### src/rtl/sfc_pkg.sv
// How it works
// - Nonzero mode maps the FIFO status at address 0x00.
// - Status holds overflow bit 7, level mark bit 6, count bits 5..0.
// - Count reports samples held; zero is empty, up to 32.
// - Flags follow their cause; status read clears only the interrupt source.
// - Interrupt source sets again on next stored sample if a flag holds.
// - Overflow flag stays set while the FIFO is overflowed.
// - Level mark flag set while count is at or above threshold.
// - Trigger mode keeps overflow clear before the trigger event.
// - Trigger mode overflow set means storing has stopped.
// - Mode 00 off, 01 circular, 10 stop when full.
// - Trigger mode: circular, then 32 minus threshold more samples, stop.
// - Flush on disable, automatic rate change, standby to active.
// - Writing mode 00 clears flags and count.
// - Outside trigger mode, count reaching 32 asserts the overflow flag.
// - Threshold zero suppresses the level mark flag.
// - Trigger mode threshold sets retained pre-trigger samples.
// - Mode writable always; threshold writable only in standby.
// - Count above threshold never blocks storing.
// - Samples stored at active or sleep rate as selected.
// - Reading FIFO bytes returns oldest data; the last byte of a sample set pops it, count minus one.
// - Nonzero mode maps sample output from 0x01 to the FIFO head.
// - Interrupt source set on a stored sample while overflowed or count at or above threshold.
package sfc_pkg;
  localparam logic [7:0] ADDR_STATUS   = 8'h00;
  localparam logic [7:0] ADDR_OUT_X_HI = 8'h01;
  localparam logic [7:0] ADDR_OUT_Z_LO = 8'h06;
  localparam logic [7:0] ADDR_CONFIG   = 8'h09;
  localparam int         DEPTH         = 32;
  localparam int         CNT_W         = 6;
  localparam int         AXIS_W        = 14;
  localparam int         BIT_OVF       = 7;
  localparam int         BIT_MARK      = 6;
  localparam logic [7:0] CONFIG_RESET  = 8'h00;
  localparam logic [5:0] CNT_FULL      = 6'h20;

  typedef enum logic [1:0] {
    MODE_OFF  = 2'h0,
    MODE_CIRC = 2'h1,
    MODE_FILL = 2'h2,
    MODE_TRIG = 2'h3
  } sfc_mode_type;

  typedef struct packed {
    logic [AXIS_W-1:0] x;
    logic [AXIS_W-1:0] y;
    logic [AXIS_W-1:0] z;
  } sfc_sample_type;

  typedef struct packed {
    logic       rd;
    logic       wr;
    logic [7:0] addr;
    logic [7:0] wdata;
  } sfc_access_type;
endpackage : sfc_pkg

### src/rtl/sfc_store.sv
`timescale 1ns/1ps
module sfc_store
  import sfc_pkg::*;
#(
  parameter int DEPTH_P = DEPTH
) (
  input  wire logic           I_CLOCK,
  input  wire logic           I_RESET,
  // Control
  input  wire logic           i_flush,
  input  wire logic           i_push,
  input  wire logic           i_drop,
  input  wire logic           i_pop,
  // Data
  input  wire sfc_sample_type i_sample,
  output sfc_sample_type      o_head,
  output logic [CNT_W-1:0]    o_count
);
  localparam int AW = $clog2(DEPTH_P);

  sfc_sample_type       mem_reg [DEPTH_P];
  sfc_sample_type       mem_next[DEPTH_P];
  logic [AW-1:0]        rd_reg, rd_next, wr_reg, wr_next;
  logic [CNT_W-1:0]     cnt_reg, cnt_next;

  // Drop of the oldest happens together with push, count stays put
  always_comb begin
    for (int i = 0; i < DEPTH_P; i++) begin
      mem_next[i] = mem_reg[i];
    end
    rd_next  = rd_reg;
    wr_next  = wr_reg;
    cnt_next = cnt_reg;
    if (i_flush) begin
      rd_next  = '0;
      wr_next  = '0;
      cnt_next = '0;
    end else begin
      if (i_push) begin
        mem_next[wr_reg] = i_sample;
        wr_next          = AW'(wr_reg + 1'b1);
      end
      if (i_pop || i_drop) begin
        rd_next = AW'(rd_reg + 1'b1);
      end
      cnt_next = CNT_W'(cnt_reg + (i_push ? 1 : 0) - ((i_pop || i_drop) ? 1 : 0));
    end
  end

  always_ff @(posedge I_CLOCK) begin
    if (I_RESET) begin
      rd_reg  <= '0;
      wr_reg  <= '0;
      cnt_reg <= '0;
    end else begin
      rd_reg  <= rd_next;
      wr_reg  <= wr_next;
      cnt_reg <= cnt_next;
    end
    for (int i = 0; i < DEPTH_P; i++) begin
      mem_reg[i] <= mem_next[i];
    end
  end

  assign o_head  = mem_reg[rd_reg];
  assign o_count = cnt_reg;
endmodule : sfc_store

### src/rtl/sfc_top.sv
`timescale 1ns/1ps
module sfc_top
  import sfc_pkg::*;
(
  input  wire logic           I_CLOCK,
  input  wire logic           I_RESET,
  // Register access from the serial bus engine
  input  wire sfc_access_type I_ACCESS,
  output logic [7:0]          O_RDATA,
  output logic                O_RVALID,
  // Sample stream at the system output data rate
  input  wire logic           I_SAMPLE_STROBE,
  input  wire sfc_sample_type I_SAMPLE,
  input  wire logic [7:0]     I_DATA_STATUS,
  // System state
  input  wire logic           I_ACTIVE,
  input  wire logic           I_RATE_CHANGE,
  input  wire logic           I_TRIGGER,
  // Status
  output logic                O_FIFO_INT_SOURCE,
  output logic [7:0]          O_CONFIG
);
  logic [1:0]       mode_reg, mode_next;
  logic [5:0]       thr_reg, thr_next;
  logic             ovf_reg, ovf_next;
  logic             trig_reg, trig_next;
  logic [5:0]       post_reg, post_next;
  logic             src_reg, src_next;
  logic             act_reg, act_next;
  logic [7:0]       rdata_reg, rdata_next;
  logic             rvalid_reg, rvalid_next;
  logic [2:0]       byte_reg, byte_next;
  sfc_sample_type   cur_reg, cur_next;
  logic             flush, push, drop, pop, mark, full, stopped;
  sfc_sample_type   head;
  logic [CNT_W-1:0] count;

  function automatic logic [7:0] pick_byte(sfc_sample_type s,
                                           logic [2:0] idx);
    logic [AXIS_W-1:0] w;
    w = (idx < 3'h2) ? s.x : ((idx < 3'h4) ? s.y : s.z);
    pick_byte = idx[0] ? {w[5:0], 2'h0} : w[13:6];
  endfunction : pick_byte

  sfc_store #(.DEPTH_P(DEPTH)) u_store (
    .I_CLOCK (I_CLOCK),
    .I_RESET (I_RESET),
    .i_flush (flush),
    .i_push  (push),
    .i_drop  (drop),
    .i_pop   (pop),
    .i_sample(I_SAMPLE),
    .o_head  (head),
    .o_count (count)
  );

  wire cfg_wr  = I_ACCESS.wr && (I_ACCESS.addr == ADDR_CONFIG);
  wire mode_on = (mode_reg != MODE_OFF);
  wire out_rd  = I_ACCESS.rd && (I_ACCESS.addr >= ADDR_OUT_X_HI) &&
                 (I_ACCESS.addr <= ADDR_OUT_Z_LO);
  wire stat_rd = I_ACCESS.rd && (I_ACCESS.addr == ADDR_STATUS) && mode_on;

  assign full = (count == CNT_FULL);
  // Trigger mode stops after the post-trigger budget runs out; until then
  // a full buffer keeps dropping its oldest, so thr pre-trigger sets remain
  assign stopped = (mode_reg == MODE_FILL && full) ||
                   (mode_reg == MODE_TRIG && trig_reg &&
                    post_reg == 6'h00);
  assign mark  = (thr_reg != 6'h00) && (count >= thr_reg);
  // Flush on disable, rate change and the standby-to-active edge
  assign flush = (cfg_wr && I_ACCESS.wdata[7:6] == MODE_OFF) ||
                 I_RATE_CHANGE || (I_ACTIVE && !act_reg) ||
                 !mode_on;
  // Storing runs at whatever rate the strobe already reflects
  assign push = I_SAMPLE_STROBE && mode_on && !stopped;
  assign drop = push && full;
  // Last byte of a sample set pops it
  assign pop  = out_rd && mode_on && (byte_reg == 3'h5) &&
                (count != 0) && !drop;

  always_comb begin
    act_next  = I_ACTIVE;
    mode_next = mode_reg;
    thr_next  = thr_reg;
    if (cfg_wr) begin
      mode_next = I_ACCESS.wdata[7:6];
      if (!I_ACTIVE) begin
        thr_next = I_ACCESS.wdata[5:0];
      end
    end
  end

  always_comb begin
    ovf_next  = ovf_reg;
    trig_next = trig_reg;
    post_next = post_reg;
    if (flush) begin
      ovf_next  = 1'b0;
      trig_next = 1'b0;
      post_next = 6'h00;
    end else begin
      if (mode_reg == MODE_TRIG) begin
        if (I_TRIGGER && !trig_reg) begin
          trig_next = 1'b1;
          post_next = CNT_W'(CNT_FULL - thr_reg);
        end else if (trig_reg && push && post_reg != 6'h00) begin
          post_next = post_reg - 6'h01;
        end
        // Overflow only once storing has stopped after the trigger
        ovf_next = trig_reg && stopped;
      end else begin
        ovf_next = full;
      end
    end
  end

  // Set wins over the status-read clear
  always_comb begin
    src_next = src_reg;
    if (stat_rd) begin
      src_next = 1'b0;
    end
    if (flush) begin
      src_next = 1'b0;
    end else if (push && (full || ovf_reg ||
             (thr_reg != 0 && CNT_W'(count + 1'b1) >= thr_reg))) begin
      src_next = 1'b1;
    end
  end

  always_comb begin
    cur_next = cur_reg;
    if (I_SAMPLE_STROBE) begin
      cur_next = I_SAMPLE;
    end
    byte_next = byte_reg;
    if (out_rd) begin
      byte_next = (byte_reg == 3'h5) ? 3'h0 :
                  3'(I_ACCESS.addr - ADDR_OUT_X_HI + 1'b1);
    end
    rvalid_next = I_ACCESS.rd;
    rdata_next = rdata_reg;
    if (I_ACCESS.rd) begin
      unique case (I_ACCESS.addr)
        ADDR_STATUS: rdata_next = mode_on ?
          {ovf_reg, mark, count} : I_DATA_STATUS;
        ADDR_CONFIG: rdata_next = {mode_reg, thr_reg};
        default: begin
          if (out_rd) begin
            rdata_next = mode_on ?
              pick_byte(head, byte_reg) :
              pick_byte(cur_reg, 3'(I_ACCESS.addr - ADDR_OUT_X_HI));
          end else begin
            rdata_next = 8'h00;
          end
        end
      endcase
    end
  end

  always_ff @(posedge I_CLOCK) begin
    if (I_RESET) begin
      mode_reg <= CONFIG_RESET[7:6];
      thr_reg  <= CONFIG_RESET[5:0];
      act_reg  <= 1'b0;
    end else begin
      mode_reg <= mode_next;
      thr_reg  <= thr_next;
      act_reg  <= act_next;
    end
  end

  always_ff @(posedge I_CLOCK) begin
    if (I_RESET) begin
      ovf_reg  <= 1'b0;
      trig_reg <= 1'b0;
      post_reg <= 6'h00;
    end else begin
      ovf_reg  <= ovf_next;
      trig_reg <= trig_next;
      post_reg <= post_next;
    end
  end

  always_ff @(posedge I_CLOCK) begin
    if (I_RESET) begin
      src_reg <= 1'b0;
    end else begin
      src_reg <= src_next;
    end
  end

  always_ff @(posedge I_CLOCK) begin
    if (I_RESET) begin
      rdata_reg  <= 8'h00;
      rvalid_reg <= 1'b0;
      byte_reg   <= 3'h0;
      cur_reg    <= '0;
    end else begin
      rdata_reg  <= rdata_next;
      rvalid_reg <= rvalid_next;
      byte_reg   <= byte_next;
      cur_reg    <= cur_next;
    end
  end

  assign O_RDATA           = rdata_reg;
  assign O_RVALID          = rvalid_reg;
  assign O_FIFO_INT_SOURCE = src_reg;
  assign O_CONFIG          = {mode_reg, thr_reg};
endmodule : sfc_top

### config.mk
export PLATFORM = sky130hd
export DESIGN_NAME = sfc_top
export DESIGN_NICKNAME = d
export VERILOG_FILES = /design/src/rtl/sfc_pkg.sv /design/src/rtl/sfc_store.sv /design/src/rtl/sfc_top.sv
export SDC_FILE = /design/constraint.sdc
export NUM_CORES = 1
export LEC_CHECK = 0
export BUFFER_PORTS_ARGS = -buffer_cell sky130_fd_sc_hd__buf_4
export CORE_ASPECT_RATIO = 1.1
export CORE_UTILIZATION = 29
export CTS_CLUSTER_SIZE = 28
export DETAILED_ROUTE_END_ITERATION = 10
export GPL_ROUTABILITY_DRIVEN = 0
export GPL_TIMING_DRIVEN = 0
export PLACE_DENSITY = 0.5
export SYNTH_ARGS = -nofsm -noshare
export SYNTH_HDL_FRONTEND = slang
export SYNTH_SLANG_ARGS = --single-unit
### constraint.sdc
create_clock -name I_CLOCK -period 7.72 [get_ports I_CLOCK]
set_input_delay 0 -clock I_CLOCK [delete_from_list [all_inputs] [get_ports I_CLOCK]]
set_output_delay 0 -clock I_CLOCK [all_outputs]
set_load 0.005 [all_outputs]
==> qor.csv <==
stage,metric,value,unit
cts,cts-buffers-inserted,154,
synth,syn_area_per_cell,19.9,um2
critical_path,crit_type,flip-flop to flip-flop,
global_route,grtUsageTotal,0.199,
cts,cts-root-buf,clkbuf_16,
synth,yosys-top-cells-count,"edfxtp_1 (1344), mux4_2 (334), nor2_1 (147)",
layout,largest_reg_flops,1344,
job,drv_cap,2,
floorplanning,rows,169,
timing,worst_slack,2210,ps
power_and_ir_drop,leakagePower,0.0211,uW
timing,period_needed,5510,ps
cts,worstSkewPairLatency,800,ps
critical_path,required,8410,ps
layout,fin_nets,3364,
floorplanning,fp.dieW,423,um
synth,synth.most_common_cell,edfxtp_1,
routing,vias,31600,
outcome,status,"finished, violations left",
routing,drc_errors,0,
placement,place_hpwl,134000,um
timing,fin_worst_skew,42.4,ps
timing,worstMarginPinSlew,1570,ps
synth,synth_top_area_frac,0.713,
outcome,violations,"max-capacitance violations, max-slew violations",
synth,yosysTopAreaCell,edfxtp_1,
cts,cts.sinks,1437,
synth,synth_cell_types,74,
floorplanning,io_pins,92,
critical_path,path_max_fanout,10,
synth,synth_async_sr_flop_share,0,
routing,ant_nets,0,
timing,period_share,0.714,
timing,fmax,182,MHz
power_and_ir_drop,power,16100,uW
routing,finalWirelength,199000,um
power_and_ir_drop,peakVddDrop,236,uV
timing,drv_slew,22,
layout,fin_util,0.352,
global_route,gr-total-overflow,0,
synth,synth.net_count,2955,
timing,setup_viol,0,
cts,clk_path_buf_depth,3,
synth,netlist_top_cells_area,"edfxtp_1 (71%), mux4_2 (13%), dfxtp_1 (3.3%)",
cts,htree_levels,4,
global_route,grt_antenna_before_repair,8,
critical_path,start_kind,flip-flop,
layout,syn_to_final_growth,20.2,%
global_route,grt_pass1_wl,269000,um
layout,fill_cells,18100,
routing,first_pass_iters,5,
hold_path,hold_path_class,input port to flip-flop,
routing,viasPerCell,5.32,
timing,hold_violations,0,
floorplanning,core_area,193000,um2
timing,whs,91.4,ps
synth,synth_cells,2842,
synth,seq_area_frac_synth,0.746,
floorplanning,design.die.area,197000,um2
cts,holdBufCountCts,88,
critical_path,r2r_cells,7,
synth,synthesis.area,56600,um2
timing,grt_setup_unrepaired,false,
routing,drt_iter0_markers,4309,
synth,yosys_most_used_dff,edfxtp_1,
critical_path,end_kind,flip-flop,
synth,synth-edff-count,1344,
hold_path,hold_depth,6,
synth,yosysWarnings,0,
cts,cts_tree,built,
layout,drive_gt1_frac,0.256,
power_and_ir_drop,power_density,236,nW/um2
cts,post_cts_resize_count,0,
routing,wl_per_cell,33.5,um
global_route,grt_max_degree,34,
global_route,grt_pass1_vias,30900,
synth,synth-seq-cells,1437,
placement,pre_cts_ws,2540,ps
timing,slew_headroom,-0.0493,
critical_path,arrival,6200,ps
cts,clk_pin_slew,60,ps
floorplanning,die_y,465,um
floorplanning,initial_core_util,0.293,
placement,io_buffers,90,
cts,cts_setup_buffers,0,
## power breakdown
group	internal, uW	total [uW]	switching [uW]
sequential	8520	8530	11.8
clock	4150	7240	3090
combinational	86.2	295	209
## metal layers
layer,up-vias,part of all wire,GRT usage,wire length (um)
met3,289,0.078,0.0337,15400
met5,-,0.00013,0,25
li1,12500,-,-,-
met2,1540,0.47,0.318,92900
met1,17200,0.42,0.277,84100
met4,2,0.032,0.0635,6360
## worst paths after layout
check,from,to,slack (ps)
worst max register to register,flip-flop,O_RDATA[6],2210
worst min register to register,cur_reg[22],cur_reg[22],490
worst max-delay path,flip-flop,O_RDATA[6],2210
worst min-delay path,I_DATA_STATUS[3],O_RDATA[3],90
## logic make-up after synthesis
| group | share of synthesized area |
|---|---|
| adders and majority gates | 0.00875 |
| buffers and inverters | 0.0185 |
| and+or+nand+nor | 0.0350 |
| DFF | 0.746 |
| xor gates and xnor gates | 0.00340 |
| muxes | 0.158 |
| AOI/OAI and AO/OA | 0.0307 |
## cells in the final DEF, fill, tap and decap left out, types with 12 or more instances in the layout
master,netlist,layout
edfxtp_1,1344,1344
mux4_2,334,334
clkbuf_16,0,161
nand2_1,129,129
mux2i_1,124,124
buf_4,28,118
nor2_1,147,114
dfxtp_1,93,93
dlygate4sd3_1,0,88
clkbuf_1,49,84
buf_12,0,61
a21oi_1,46,46
buf_2,41,42
ha_1,38,38
clkinv_1,4,34
nor3_1,32,32
nor2_4,0,32
inv_1,31,31
nand3_1,29,29
o21ai_0,27,27
a22oi_1,26,26
buf_6,24,24
o211ai_1,21,21
a211oi_1,20,20
a31oi_1,16,16
clkinv_2,0,16
nor2b_1,15,15
xnor2_1,14,14
and2_1,14,14
o22ai_1,14,14
mux2_2,13,13
a221oi_1,12,12
buf_16,0,12
## cell type report
type                       instances  area, um2  area share
sequential                      1437      42200       0.620
multi-input combinational       1216      13600       0.199
clock buffer                     210       4320      0.0635
tap                             2565       3210      0.0472
timing repair buffer             253       3140      0.0461
buffer                           153        920      0.0135
clock inverter                    65        528     0.00776
inverter                          36        135     0.00199
antenna                            2       5.00   0.0000735
## stage by stage
stage	cell area [um2]	TNS (ps)	instances
finish	68000	0	5937
global route	68000	0	5937
CTS	68000	0	5935
detailed placement	62300	0	5572
global placement	60500	-542170	5497
floorplan	56600	0	2842
## critical path, stage by stage (launching register included)
cell	delay (ps)
dfxtp_1	650
buf_2	380
clkbuf_1	1170
clkbuf_1	1220
a31oi_1	280
o311ai_0	1240
nand3_1	170
a22o_1	260
Power figures use the tool's default switching activity.
